`src/pkg/lab_pkg.sv`:
```
/*
 * Shared constants for the break addressing logic of one serial line adaptor:
 * register map, field positions, reset values and the break sequence states.
 * Assumes a single clock domain and a zero-wait AHB-Lite slave port.
 */
// Contract
// Only granted adaptor drives shared busses
// Request pulls line low; grant selects
// Set request flop, then await grant
// Drive transfer direction during granted break
// Address-accepted pulse clears break request
// Break state, select, pulse one: done
// Host writes input lines into core
// Request on text overflow, transmit entry
// Data register on input lines when selected
// Low bit zero receive, one transmit
// Scanner drives page while enable low
// Card sets three bits above lowest
// Cable block number on positions five-seven
// Granted: drive block, pull page enable
// Scanner polls lines, stops on interrupt
// Scan address holds interrupting buffer address
// Software loads scan address to select
// Match only when scan equals assigned
// Each moved character sets service flag
// Power clear drops request and done
package lab_pkg;

   // ************************************************************
   // Register map (byte addresses)
   // ************************************************************
   localparam logic [7:0] CONTROL_OFFSET = 8'h00;
   localparam logic [7:0] STATUS_OFFSET = 8'h04;
   localparam logic [7:0] DATA_OFFSET = 8'h08;
   localparam logic [7:0] ADDRESS_OFFSET = 8'h0c;

   // ************************************************************
   // Field positions
   // ************************************************************
   localparam int CONTROL_ENABLE_BIT = 0;
   localparam int STATUS_REQUEST_BIT = 0;
   localparam int STATUS_SERVICE_BIT = 1;
   localparam int STATUS_GRANT_BIT = 2;
   localparam int STATUS_MATCH_BIT = 3;
   localparam int STATUS_DIRECTION_BIT = 4;
   localparam int STATUS_BUSY_BIT = 5;

   // ************************************************************
   // Widths and reset values
   // ************************************************************
   localparam int WORD_WIDTH = 12;
   localparam int LOCAL_ADDR_WIDTH = 7;
   localparam logic CONTROL_ENABLE_RESET = 1'b0;
   localparam logic [11:0] DATA_RESET = 12'h000;
   localparam logic DIR_INTO_CORE = 1'b1;
   localparam logic BUFFER_RECEIVE = 1'b0;
   localparam logic BUFFER_TRANSMIT = 1'b1;

   // ************************************************************
   // Break sequence states
   // ************************************************************
   typedef enum logic [1:0] {
      BREAK_IDLE = 2'b00,
      BREAK_REQUEST = 2'b01,
      BREAK_WAIT_DONE = 2'b10
   } lab_state_type;

endpackage

```
`src/rtl/lab_break_ctrl.sv`:
```
/*
 * Break request and address generation for one serial line adaptor, with
 * an AHB-Lite register slave for control, status and the serial data word.
 * Assumes the break multiplexor, scanner and host are synchronous to MCLK
 * and that BREAK_GRANT is the adaptor's own decoded select.
 */
// The implementer's own choices: the AHB-Lite interface to the registers and the register offsets.
`timescale 1ns/10ps
module lab_break_ctrl (
   input wire logic MCLK,
   input wire logic SRST,
   input wire logic POWER_CLEAR_PULSE,
   input wire logic HSEL,
   input wire logic [31:0] HADDR,
   input wire logic [1:0] HTRANS,
   input wire logic HWRITE,
   input wire logic [2:0] HSIZE,
   input wire logic [31:0] HWDATA,
   input wire logic HREADY,
   output logic HREADYOUT,
   output logic HRESP,
   output logic [31:0] HRDATA,
   input wire logic BREAK_GRANT,
   input wire logic HOST_BREAK_STATE,
   input wire logic BREAK_TIME_PULSE_ONE,
   input wire logic ADDRESS_ACCEPTED,
   input wire logic [11:0] MEMORY_BUFFER,
   input wire logic [11:0] SCAN_ADDRESS,
   input wire logic [2:0] BLOCK_NUMBER,
   input wire logic [2:0] ADDRESS_CARD,
   input wire logic FRAME_OVERFLOW,
   input wire logic TEXT_STATE,
   input wire logic TRANSMIT_STATE,
   output logic BREAK_REQUEST_N,
   output logic TRANSFER_DIRECTION_O,
   output logic TRANSFER_DIRECTION_OE,
   output logic [11:0] BREAK_INPUT_LINES_O,
   output logic BREAK_INPUT_LINES_OE,
   output logic [6:0] DATA_ADDR_O,
   output logic DATA_ADDR_OE,
   output logic PAGE_ADDRESS_ENABLE_N_O,
   output logic PAGE_ADDRESS_ENABLE_N_OE,
   output logic BREAK_DONE_PULSE,
   output logic CHAR_SERVICE_FLAG,
   output logic SCAN_MATCH
);

   // ************************************************************
   // Helpers
   // ************************************************************
   // Local part of a buffer address: block, card position, buffer bit.
   function automatic logic [6:0] local_addr(input logic [2:0] blk,
                                             input logic [2:0] card,
                                             input logic buf_bit);
      local_addr = {blk, card, buf_bit};
   endfunction

   // ************************************************************
   // Declarations
   // ************************************************************
   lab_pkg::lab_state_type state;
   lab_pkg::lab_state_type next_state;
   logic direction;
   logic next_direction;
   logic [11:0] serial_data_register;
   logic [11:0] next_serial_data_register;
   logic char_service_flag;
   logic next_char_service_flag;
   logic control_enable;
   logic next_control_enable;
   logic transmit_seen;
   logic next_transmit_seen;
   logic [6:0] break_addr;
   logic [6:0] next_break_addr;
   logic scan_match;
   logic next_scan_match;
   logic bus_write_pending;
   logic next_bus_write_pending;
   logic [7:0] bus_addr;
   logic [7:0] next_bus_addr;
   logic [31:0] rdata;
   logic [31:0] next_rdata;
   logic break_select;
   logic break_request_ff;
   logic break_done;
   logic text_trigger;
   logic transmit_trigger;
   logic bus_take;
   logic write_data;
   logic write_control;
   logic clear_service;

   // ************************************************************
   // Break sequence
   // ************************************************************
   // grant is the select
   assign break_select = BREAK_GRANT;
   assign break_request_ff = (state == lab_pkg::BREAK_REQUEST);

   // text overflow trigger
   assign text_trigger = FRAME_OVERFLOW && TEXT_STATE;
   // transmit entry trigger
   assign transmit_trigger = TRANSMIT_STATE && !transmit_seen;

   // done on first pulse
   assign break_done = (state == lab_pkg::BREAK_WAIT_DONE) && HOST_BREAK_STATE
                       && break_select && BREAK_TIME_PULSE_ONE;

   always_comb begin
      next_state = state;
      next_direction = direction;
      next_transmit_seen = TRANSMIT_STATE;
      unique case (state)
         lab_pkg::BREAK_IDLE: begin
            // set request flop
            if (control_enable && (text_trigger || transmit_trigger)) begin
               next_state = lab_pkg::BREAK_REQUEST;
               // receive goes into core
               next_direction = TRANSMIT_STATE ? !lab_pkg::DIR_INTO_CORE
                                               : lab_pkg::DIR_INTO_CORE;
            end
         end
         lab_pkg::BREAK_REQUEST: begin
            // drop request on accept
            if (ADDRESS_ACCEPTED && break_select) begin
               next_state = lab_pkg::BREAK_WAIT_DONE;
            end
         end
         lab_pkg::BREAK_WAIT_DONE: begin
            if (break_done) begin
               next_state = lab_pkg::BREAK_IDLE;
            end
         end
         default: begin
            next_state = lab_pkg::BREAK_IDLE;
         end
      endcase
      // power clear drops request and done
      if (POWER_CLEAR_PULSE) begin
         next_state = lab_pkg::BREAK_IDLE;
      end
   end

   always_ff @(posedge MCLK) begin
      if (SRST) begin
         state <= lab_pkg::BREAK_IDLE;
         direction <= lab_pkg::DIR_INTO_CORE;
         transmit_seen <= 1'b0;
      end else begin
         state <= next_state;
         direction <= next_direction;
         transmit_seen <= next_transmit_seen;
      end
   end

   // ************************************************************
   // Data word, service flag and addressing
   // ************************************************************
   always_comb begin
      next_serial_data_register = serial_data_register;
      next_char_service_flag = char_service_flag;
      if (write_data) begin
         next_serial_data_register = HWDATA[11:0];
      end
      // done loads memory word
      if (break_done) begin
         next_serial_data_register = MEMORY_BUFFER;
      end
      if (clear_service) begin
         next_char_service_flag = 1'b0;
      end
      // moved character sets flag
      if (break_done) begin
         next_char_service_flag = 1'b1;
      end
      // card bits
      // block from cable
      next_break_addr = local_addr(BLOCK_NUMBER, ADDRESS_CARD,
                                   direction == lab_pkg::DIR_INTO_CORE ?
                                   lab_pkg::BUFFER_RECEIVE : lab_pkg::BUFFER_TRANSMIT);
      // match assigned address
      next_scan_match = (SCAN_ADDRESS[6:1] == {BLOCK_NUMBER, ADDRESS_CARD});
   end

   always_ff @(posedge MCLK) begin
      if (SRST) begin
         serial_data_register <= lab_pkg::DATA_RESET;
         char_service_flag <= 1'b0;
         break_addr <= '0;
         scan_match <= 1'b0;
      end else begin
         serial_data_register <= next_serial_data_register;
         char_service_flag <= next_char_service_flag;
         break_addr <= next_break_addr;
         scan_match <= next_scan_match;
      end
   end

   // ************************************************************
   // Register slave
   // ************************************************************
   // Zero wait states: read data is fetched in the address phase so that it
   // stands from a flop through the whole data phase.
   assign bus_take = HSEL && HTRANS[1] && HREADY;
   assign write_data = bus_write_pending && (bus_addr == lab_pkg::DATA_OFFSET);
   assign write_control = bus_write_pending && (bus_addr == lab_pkg::CONTROL_OFFSET);
   assign clear_service = bus_write_pending && (bus_addr == lab_pkg::STATUS_OFFSET)
                          && HWDATA[lab_pkg::STATUS_SERVICE_BIT];

   always_comb begin
      next_bus_write_pending = bus_take && HWRITE;
      next_bus_addr = bus_take ? HADDR[7:0] : bus_addr;
      next_control_enable = control_enable;
      next_rdata = 32'h0000_0000;
      if (write_control) begin
         next_control_enable = HWDATA[lab_pkg::CONTROL_ENABLE_BIT];
      end
      if (bus_take && !HWRITE) begin
         unique case (HADDR[7:0])
            lab_pkg::CONTROL_OFFSET: begin
               next_rdata[lab_pkg::CONTROL_ENABLE_BIT] = control_enable;
            end
            lab_pkg::STATUS_OFFSET: begin
               next_rdata[lab_pkg::STATUS_REQUEST_BIT] = break_request_ff;
               next_rdata[lab_pkg::STATUS_SERVICE_BIT] = char_service_flag;
               next_rdata[lab_pkg::STATUS_GRANT_BIT] = break_select;
               next_rdata[lab_pkg::STATUS_MATCH_BIT] = scan_match;
               next_rdata[lab_pkg::STATUS_DIRECTION_BIT] = direction;
               next_rdata[lab_pkg::STATUS_BUSY_BIT] = (state != lab_pkg::BREAK_IDLE);
            end
            lab_pkg::DATA_OFFSET: begin
               next_rdata[11:0] = serial_data_register;
            end
            lab_pkg::ADDRESS_OFFSET: begin
               next_rdata[6:0] = break_addr;
            end
            default: begin
               next_rdata = 32'h0000_0000;
            end
         endcase
      end
   end

   always_ff @(posedge MCLK) begin
      if (SRST) begin
         bus_write_pending <= 1'b0;
         bus_addr <= 8'h00;
         control_enable <= lab_pkg::CONTROL_ENABLE_RESET;
         rdata <= 32'h0000_0000;
      end else begin
         bus_write_pending <= next_bus_write_pending;
         bus_addr <= next_bus_addr;
         control_enable <= next_control_enable;
         rdata <= next_rdata;
      end
   end

   assign HREADYOUT = 1'b1;
   assign HRESP = 1'b0;
   assign HRDATA = rdata;

   // ************************************************************
   // Pins
   // ************************************************************
   // request pulls line low
   assign BREAK_REQUEST_N = !break_request_ff;
   // direction while granted
   assign TRANSFER_DIRECTION_O = direction;
   // shared busses only when selected
   assign TRANSFER_DIRECTION_OE = break_select;
   // data lines while selected
   assign BREAK_INPUT_LINES_O = serial_data_register;
   assign BREAK_INPUT_LINES_OE = break_select;
   // block address and page enable
   assign DATA_ADDR_O = break_addr;
   assign DATA_ADDR_OE = break_select;
   assign PAGE_ADDRESS_ENABLE_N_O = 1'b0;
   assign PAGE_ADDRESS_ENABLE_N_OE = break_select;
   assign BREAK_DONE_PULSE = break_done;
   assign CHAR_SERVICE_FLAG = char_service_flag;
   assign SCAN_MATCH = scan_match;

endmodule

```
`config.mk`:
```
export PLATFORM = sky130hd
export DESIGN_NAME = lab_break_ctrl
export DESIGN_NICKNAME = d
export VERILOG_FILES = /design/src/pkg/lab_pkg.sv /design/src/rtl/lab_break_ctrl.sv
export SDC_FILE = /design/constraint.sdc
export NUM_CORES = 1
export LEC_CHECK = 0
export ABC_AREA = 1
export BUFFER_PORTS_ARGS = -buffer_cell sky130_fd_sc_hd__buf_4
export CAP_MARGIN = 20
export CORE_UTILIZATION = 45
export CTS_BUF_LIST = sky130_fd_sc_hd__clkbuf_8
export DETAILED_ROUTE_END_ITERATION = 8
export GPL_ROUTABILITY_DRIVEN = 0
export GPL_TIMING_DRIVEN = 0
export PLACE_DENSITY = 0.84
export SLEW_MARGIN = 20
export SYNTH_ARGS = -nofsm -noshare
export SYNTH_HDL_FRONTEND = slang
export SYNTH_SLANG_ARGS = --single-unit
```
`constraint.sdc`:
```
create_clock -name MCLK -period 2.8 [get_ports MCLK]
set_input_delay 0.42 -clock MCLK [delete_from_list [all_inputs] [get_ports MCLK]]
set_output_delay 0.42 -clock MCLK [all_outputs]
set_load 0.01 [all_outputs]
```
After elaboration in Yosys (flattened, before gate mapping):

Index checks and enable logic that the tools add are counted.

* bits of input ports: 112
* output and inout port bits: 63
* register bits: 67
* word-level logic and storage cells: 69

* muxes and demuxes: 13
* bitwise gates (word level): 2
* reduce and logical (&&, ||, !) cells: 30
* equal/unequal tests: 11

Operator list (number)
* $eq A8 B4 Y1 const B: 3
* $mux W12: 2
* $eq A8 B3 Y1 const B: 2
* $logic_not A8 Y1: 2
* $logic_and A1 B1 Y1: 15
* $pmux W5 S3: 1
* $eq A6 B6 Y1: 1
* $mux W2: 3
* $pmux W2 S3: 1
* $reduce_bool A2 Y1: 3
* $mux W1: 4
* $ne A2 B2 Y1 const B: 2
* $pmux W1 S4: 1
* $reduce_or A2 Y1: 2
* $logic_not A1 Y1: 3
* $reduce_and A3 Y1: 1
* $reduce_or A3 Y1: 1
* $eq A2 B1 Y1 const B: 1
* $eq A2 B2 Y1 const B: 1
* $logic_not A2 Y1: 1
* $ne A2 B1 Y1 const B: 1
* $not A1 Y1: 2
* $pmux W1 S2: 1
* $reduce_and A2 Y1: 1
* $logic_or A1 B1 Y1: 1

Depth between registers and ports, before layout:

* word-level depth: 6
* mapped depth: 9
* depth with buffers taken out: 8

Worst setup path after synthesis:

OpenSTA, ideal clock, no wires.

* kind: input port to output port
* start point: in BREAK_TIME_PULSE_ONE
* end point: out BREAK_DONE_PULSE
* data arrival time: 814 ps
* path buffers: 1
* stages: 3
* data required time: 2380 ps
* setup slack: 1566 ps
* cells stage by stage: nand3_2 nor2_4 buf_6

* longest elaborated chain between the ends: 1

RTL lines
* from (decl): RTL line lab_break_ctrl.sv:25 `input wire logic BREAK_TIME_PULSE_ONE,`
* $logic_and A1 B1 Y1: RTL line lab_break_ctrl.sv:107 `&& break_select && BREAK_TIME_PULSE_ONE;`
* to (decl): RTL line lab_break_ctrl.sv:43 `output logic BREAK_DONE_PULSE,`

Every way passes these cells.

Final worst setup path:

* start point: reg state[0]
* end point: out BREAK_DONE_PULSE

* longest elaborated chain between the ends: 4

RTL lines
* from (decl): RTL line lab_break_ctrl.sv:61 `lab_pkg::lab_state_type state;`
* from (signal assigned): RTL line lab_break_ctrl.sv:146 `state <= lab_pkg::BREAK_IDLE;`
* from (signal assigned): RTL line lab_break_ctrl.sv:150 `state <= next_state;`
* $eq A2 B2 Y1: RTL line lab_break_ctrl.sv:106 `assign break_done = (state == lab_pkg::BREAK_WAIT_DONE) && HOST_BREAK_STATE`
* $logic_and A1 B1 Y1: RTL line lab_break_ctrl.sv:106
* $logic_and A1 B1 Y1 (2 in a row): RTL line lab_break_ctrl.sv:107

Every way passes these cells.

==> impl_metrics.prom <==
# TYPE chip_impl_metric gauge
chip_impl_metric{name="r2r_setup_slack",unit="ns"} 1.50
chip_impl_metric{name="post_route_cells_drive_above_1_share",unit=""} 0.325
chip_impl_metric{name="postLayoutCoreUtil",unit=""} 0.669
chip_impl_info{name="min_path_type",value="primary input to flop"} 1
chip_impl_info{name="startpoint_of_the_worst_register_to_register_path",value="bus_addr[4]"} 1
chip_impl_metric{name="synth_area",unit="um2"} 2410
chip_impl_info{name="tritoncts",value="built"} 1
chip_impl_metric{name="rows",unit=""} 26
chip_impl_metric{name="grt_start_max_net_pins",unit=""} 16
chip_impl_metric{name="cts_sinks",unit=""} 47
chip_impl_metric{name="timing.critical_path.slowest_cell_delay",unit="ns"} 0.32
chip_impl_metric{name="swShare",unit=""} 0.228
chip_impl_metric{name="final_min_period_over_clock_period",unit=""} 0.601
chip_impl_metric{name="hold_path_depth",unit=""} 2
chip_impl_metric{name="fp.dieArea",unit="um2"} 5650
chip_impl_metric{name="internal_power",unit="W"} 0.00115
chip_impl_info{name="timing.critical_path.to",value="BREAK_DONE_PULSE"} 1
chip_impl_metric{name="via_count",unit=""} 2471
chip_impl_metric{name="synthToLayoutAreaGrowth",unit="%"} 42.8
chip_impl_metric{name="ys_seq_elements",unit=""} 47
chip_impl_info{name="timing.critical_path.slowest_stage_cell",value="sky130_fd_sc_hd__dfxtp_1"} 1
chip_impl_info{name="rsz0062_at_grt",value="no"} 1
chip_impl_metric{name="maximum_capacitance_violations",unit=""} 0
chip_impl_info{name="worstSetupEndpointType",value="primary output"} 1
chip_impl_metric{name="power_switching",unit="W"} 0.000339
chip_impl_metric{name="first_global_vias",unit=""} 2156
chip_impl_metric{name="finalWirelength",unit="mm"} 6.10
chip_impl_metric{name="antenna_cells",unit=""} 0
chip_impl_metric{name="filler_cell_count",unit=""} 471
chip_impl_metric{name="boundaryPins",unit=""} 175
chip_impl_metric{name="grt_first_pass_wirelength",unit="mm"} 9.29
chip_impl_metric{name="power.sequential.fraction",unit=""} 0.463
chip_impl_metric{name="power-per-cell-area",unit="nW/um2"} 432
chip_impl_info{name="timing.critical_path.cells",value="inv_1 > nand2_2 > nor2_4 > buf_6 > buf_4"} 1
chip_impl_metric{name="remaining_drc_errors",unit=""} 0
chip_impl_metric{name="cts_repair_resizes",unit=""} 0
chip_impl_metric{name="final-setup-viol-count",unit=""} 0
chip_impl_metric{name="groute.usage.overall",unit=""} 0.220
chip_impl_metric{name="crit_fanout",unit=""} 10
chip_impl_metric{name="ctsLongestPathBuffers",unit=""} 2
chip_impl_metric{name="placement.io_buffers",unit=""} 97
chip_impl_metric{name="finish.net_count",unit=""} 591
chip_impl_metric{name="fin_setup_tns",unit="ns"} 0
chip_impl_metric{name="length_in_cells_of_the_worst_reg_to_reg_path",unit=""} 8
chip_impl_metric{name="timing.clock.skew",unit="ns"} 0.00940
chip_impl_metric{name="vertical_extent_of_the_die",unit="um"} 75.2
chip_impl_metric{name="initial_core_util",unit=""} 0.469
chip_impl_metric{name="post_synth_num_cell_types",unit=""} 28
chip_impl_metric{name="drt_pre_antenna_iters",unit=""} 4
chip_impl_metric{name="clock_power_share",unit=""} 0.401
chip_impl_info{name="start_kind",value="flop"} 1
chip_impl_metric{name="grt_antenna_before_repair",unit=""} 0
chip_impl_metric{name="hpwlAfterDp",unit="mm"} 4.76
chip_impl_metric{name="ant_nets",unit=""} 0
chip_impl_metric{name="viasPerCell",unit=""} 4.49
chip_impl_metric{name="combinationalPowerShare",unit=""} 0.136
chip_impl_info{name="crit-reg2reg-capture",value="BREAK_INPUT_LINES_O[5]"} 1
chip_impl_metric{name="critPathArrivalTime",unit="ns"} 1.26
chip_impl_metric{name="clkSlewWorstSetupHoldPaths",unit="ns"} 0.09
chip_impl_metric{name="vdd_drop_max",unit="V"} 0.000267
chip_impl_metric{name="drtIter0Drc",unit=""} 116
chip_impl_metric{name="clkLatencyLatePin",unit="ns"} 0.30
chip_impl_metric{name="power.total",unit="W"} 0.00149
chip_impl_metric{name="final_design_area_no_fill",unit="um2"} 3440
chip_impl_info{name="outcome",value="finished, final reports clean"} 1
chip_impl_metric{name="synth_seq_area_share",unit=""} 0.391
chip_impl_metric{name="core",unit="um2"} 5140
chip_impl_metric{name="final_period_minus_worst_setup_slack",unit="ns"} 1.68
chip_impl_metric{name="netlist_instances",unit=""} 354
chip_impl_metric{name="timing.final.max_slew_violations",unit=""} 0
chip_impl_metric{name="grt_overflow_total",unit=""} 0
chip_impl_metric{name="post_cts_buffers",unit=""} 0
chip_impl_metric{name="cts-hold-fix-buffers",unit=""} 0
chip_impl_metric{name="finalHoldViolCount",unit=""} 0
chip_impl_metric{name="power_leakage",unit="nW"} 1.86
chip_impl_info{name="worst_setup_path_startpoint",value="state[0]"} 1
chip_impl_metric{name="die_width",unit="um"} 75.2
chip_impl_metric{name="detailed_place.area",unit="um2"} 3300
chip_impl_info{name="timing.setup.critical_path_class",value="flop to primary output"} 1
chip_impl_metric{name="max_freq",unit="MHz"} 594
chip_impl_info{name="cts-root-buf",value="sky130_fd_sc_hd__clkbuf_8"} 1
chip_impl_metric{name="cts-buffers-inserted",unit=""} 5
chip_impl_metric{name="postSynthAreaPerCell",unit="um2"} 6.80
chip_impl_metric{name="synth-warning-count",unit=""} 0
chip_impl_metric{name="wl_per_cell",unit="um"} 11.1
chip_impl_metric{name="h_tree_depth",unit=""} 2
chip_impl_metric{name="worst-endpoint-required",unit="ns"} 2.38
[through the flow]
| stage | hold WS, ns | std cells | setup WS (ns) |
|---|---|---|---|
| 2_1_floorplan | 0.423 | 375 | 1.57 |
| 3_3_place_gp | 0.432 | 542 | 1.23 |
| 3_5_place_dp | 0.437 | 542 | 1.21 |
| 4_1_cts | 0.306 | 550 | 1.11 |
| 5_1_grt | 0.339 | 550 | 1.03 |
| 6_report | 0.313 | 550 | 1.12 |
[logic make-up (layout without fill, tap and decap cells)]
kind of cell | after synthesis | in the layout | share of synthesized area
simple gates | 187 | 187 | 0.337
buf+inv | 87 | 192 | 0.199
xor+xnor | 3 | 3 | 0.0109
other cells | 2 | 23 | 0.00312
flops | 47 | 47 | 0.391
compound gates | 28 | 28 | 0.0592
[cells in the mapped netlist]
| master | count | area [um2] |
|---|---|---|
| sky130_fd_sc_hd__nand2_1 | 78 | 293 |
| sky130_fd_sc_hd__nor2_1 | 55 | 206 |
| sky130_fd_sc_hd__dfxtp_1 | 47 | 941 |
| sky130_fd_sc_hd__inv_1 | 47 | 176 |
| sky130_fd_sc_hd__nand3_1 | 34 | 170 |
| sky130_fd_sc_hd__buf_4 | 30 | 225 |
| sky130_fd_sc_hd__o21ai_0 | 14 | 70.1 |
| sky130_fd_sc_hd__a21oi_1 | 12 | 60.1 |
| sky130_fd_sc_hd__buf_6 | 5 | 56.3 |
| sky130_fd_sc_hd__nand2_2 | 4 | 25.0 |
| sky130_fd_sc_hd__nor2_2 | 4 | 25.0 |
| sky130_fd_sc_hd__nor3_1 | 3 | 15.0 |
| sky130_fd_sc_hd__buf_2 | 2 | 10.0 |
| sky130_fd_sc_hd__conb_1 | 2 | 7.51 |
| sky130_fd_sc_hd__inv_2 | 2 | 7.51 |
| sky130_fd_sc_hd__nand4_1 | 2 | 12.5 |
| sky130_fd_sc_hd__xnor2_1 | 2 | 17.5 |
| sky130_fd_sc_hd__and2_1 | 1 | 6.26 |
| sky130_fd_sc_hd__clkbuf_1 | 1 | 3.75 |
| sky130_fd_sc_hd__nand3_2 | 1 | 10.0 |
| sky130_fd_sc_hd__nand3b_1 | 1 | 7.51 |
| sky130_fd_sc_hd__nor2_4 | 1 | 11.3 |
| sky130_fd_sc_hd__nor3_4 | 1 | 16.3 |
| sky130_fd_sc_hd__nor3b_1 | 1 | 7.51 |
| sky130_fd_sc_hd__o211ai_1 | 1 | 7.51 |
| sky130_fd_sc_hd__o21ai_1 | 1 | 5.00 |
| sky130_fd_sc_hd__or2_2 | 1 | 6.26 |
| sky130_fd_sc_hd__xor2_1 | 1 | 8.76 |
[power by group through the flow]
| stage | clock (W) | combinational [W] | sequential [W] |
|---|---|---|---|
| after detailed placement | 0 | 0.000200 | 0.000704 |
| after global placement | 0 | 0.000197 | 0.000704 |
| after CTS | 0.000596 | 0.000201 | 0.000688 |
| final | 0.000595 | 0.000202 | 0.000688 |
| after floorplan | 0 | 0.000104 | 0.000705 |
| after global routing | 0.000632 | 0.000224 | 0.000690 |
[state kept, by name, indices dropped and copies added, names as in the netlist]
register and count:
BREAK_INPUT_LINES_O 12, CHAR_SERVICE_FLAG 1, DATA_ADDR_O 7, HRDATA 12
SCAN_MATCH 1, TRANSFER_DIRECTION_O 1, bus_addr 8, bus_write_pending 1
control_enable 1, state 2, transmit_seen 1
[layout by cell type (no fill, tap or decap), types with 3 or more instances in the layout]
| cell | instances |
|---|---|
| sky130_fd_sc_hd__nand2_2 | 4 |
| sky130_fd_sc_hd__buf_6 | 5 |
| sky130_fd_sc_hd__buf_4 | 127 |
| sky130_fd_sc_hd__conb_1 | 23 |
| sky130_fd_sc_hd__nor2_1 | 55 |
| sky130_fd_sc_hd__nand2_1 | 78 |
| sky130_fd_sc_hd__nand3_1 | 34 |
| sky130_fd_sc_hd__dfxtp_1 | 47 |
| sky130_fd_sc_hd__nor2_2 | 4 |
| sky130_fd_sc_hd__a21oi_1 | 12 |
| sky130_fd_sc_hd__nor3_1 | 3 |
| sky130_fd_sc_hd__inv_1 | 47 |
| sky130_fd_sc_hd__clkbuf_8 | 5 |
| sky130_fd_sc_hd__o21ai_0 | 14 |
[layout make-up]
| cell class | count | area, um2 | area share |
|---|---|---|---|
| sequential | 47 | 941 | 0.274 |
| inverter | 49 | 184 | 0.0535 |
| clock inverter | 3 | 67.6 | 0.0196 |
| tap | 70 | 87.6 | 0.0255 |
| multi-input combinational | 241 | 1070 | 0.310 |
| clock buffer | 5 | 68.8 | 0.0200 |
| buffer | 38 | 295 | 0.0858 |
| timing repair buffer | 97 | 728 | 0.212 |
[critical path: cells and delay by family, from the launching register on]
kind / cells / cell delay [ns]
buf+inv: 3 / 0.36
simple gates: 2 / 0.27
flops: 1 / 0.32
[per-layer routing]
layer	global-route usage	share of wire
met2	0.373	0.49
met1	0.259	0.40
met3	0.0643	0.086
met5	0	0
met4	0.0967	0.020
[worst min path at each step]
| stage | start | endpoint | slack, ns |
|---|---|---|---|
| 6_report | TRANSMIT_STATE | TRANSFER_DIRECTION_O | 0.31 |
| 3_5_place_dp | bus_addr[4] | bus_addr[4] | 0.44 |
| 2_1_floorplan | bus_addr[5] | bus_addr[5] | 0.42 |
| 3_3_place_gp | bus_addr[5] | bus_addr[5] | 0.43 |
| 5_1_grt | TRANSMIT_STATE | TRANSFER_DIRECTION_O | 0.34 |
| 4_1_cts | TRANSMIT_STATE | TRANSFER_DIRECTION_O | 0.31 |
(Power assumes the default switching activity.)
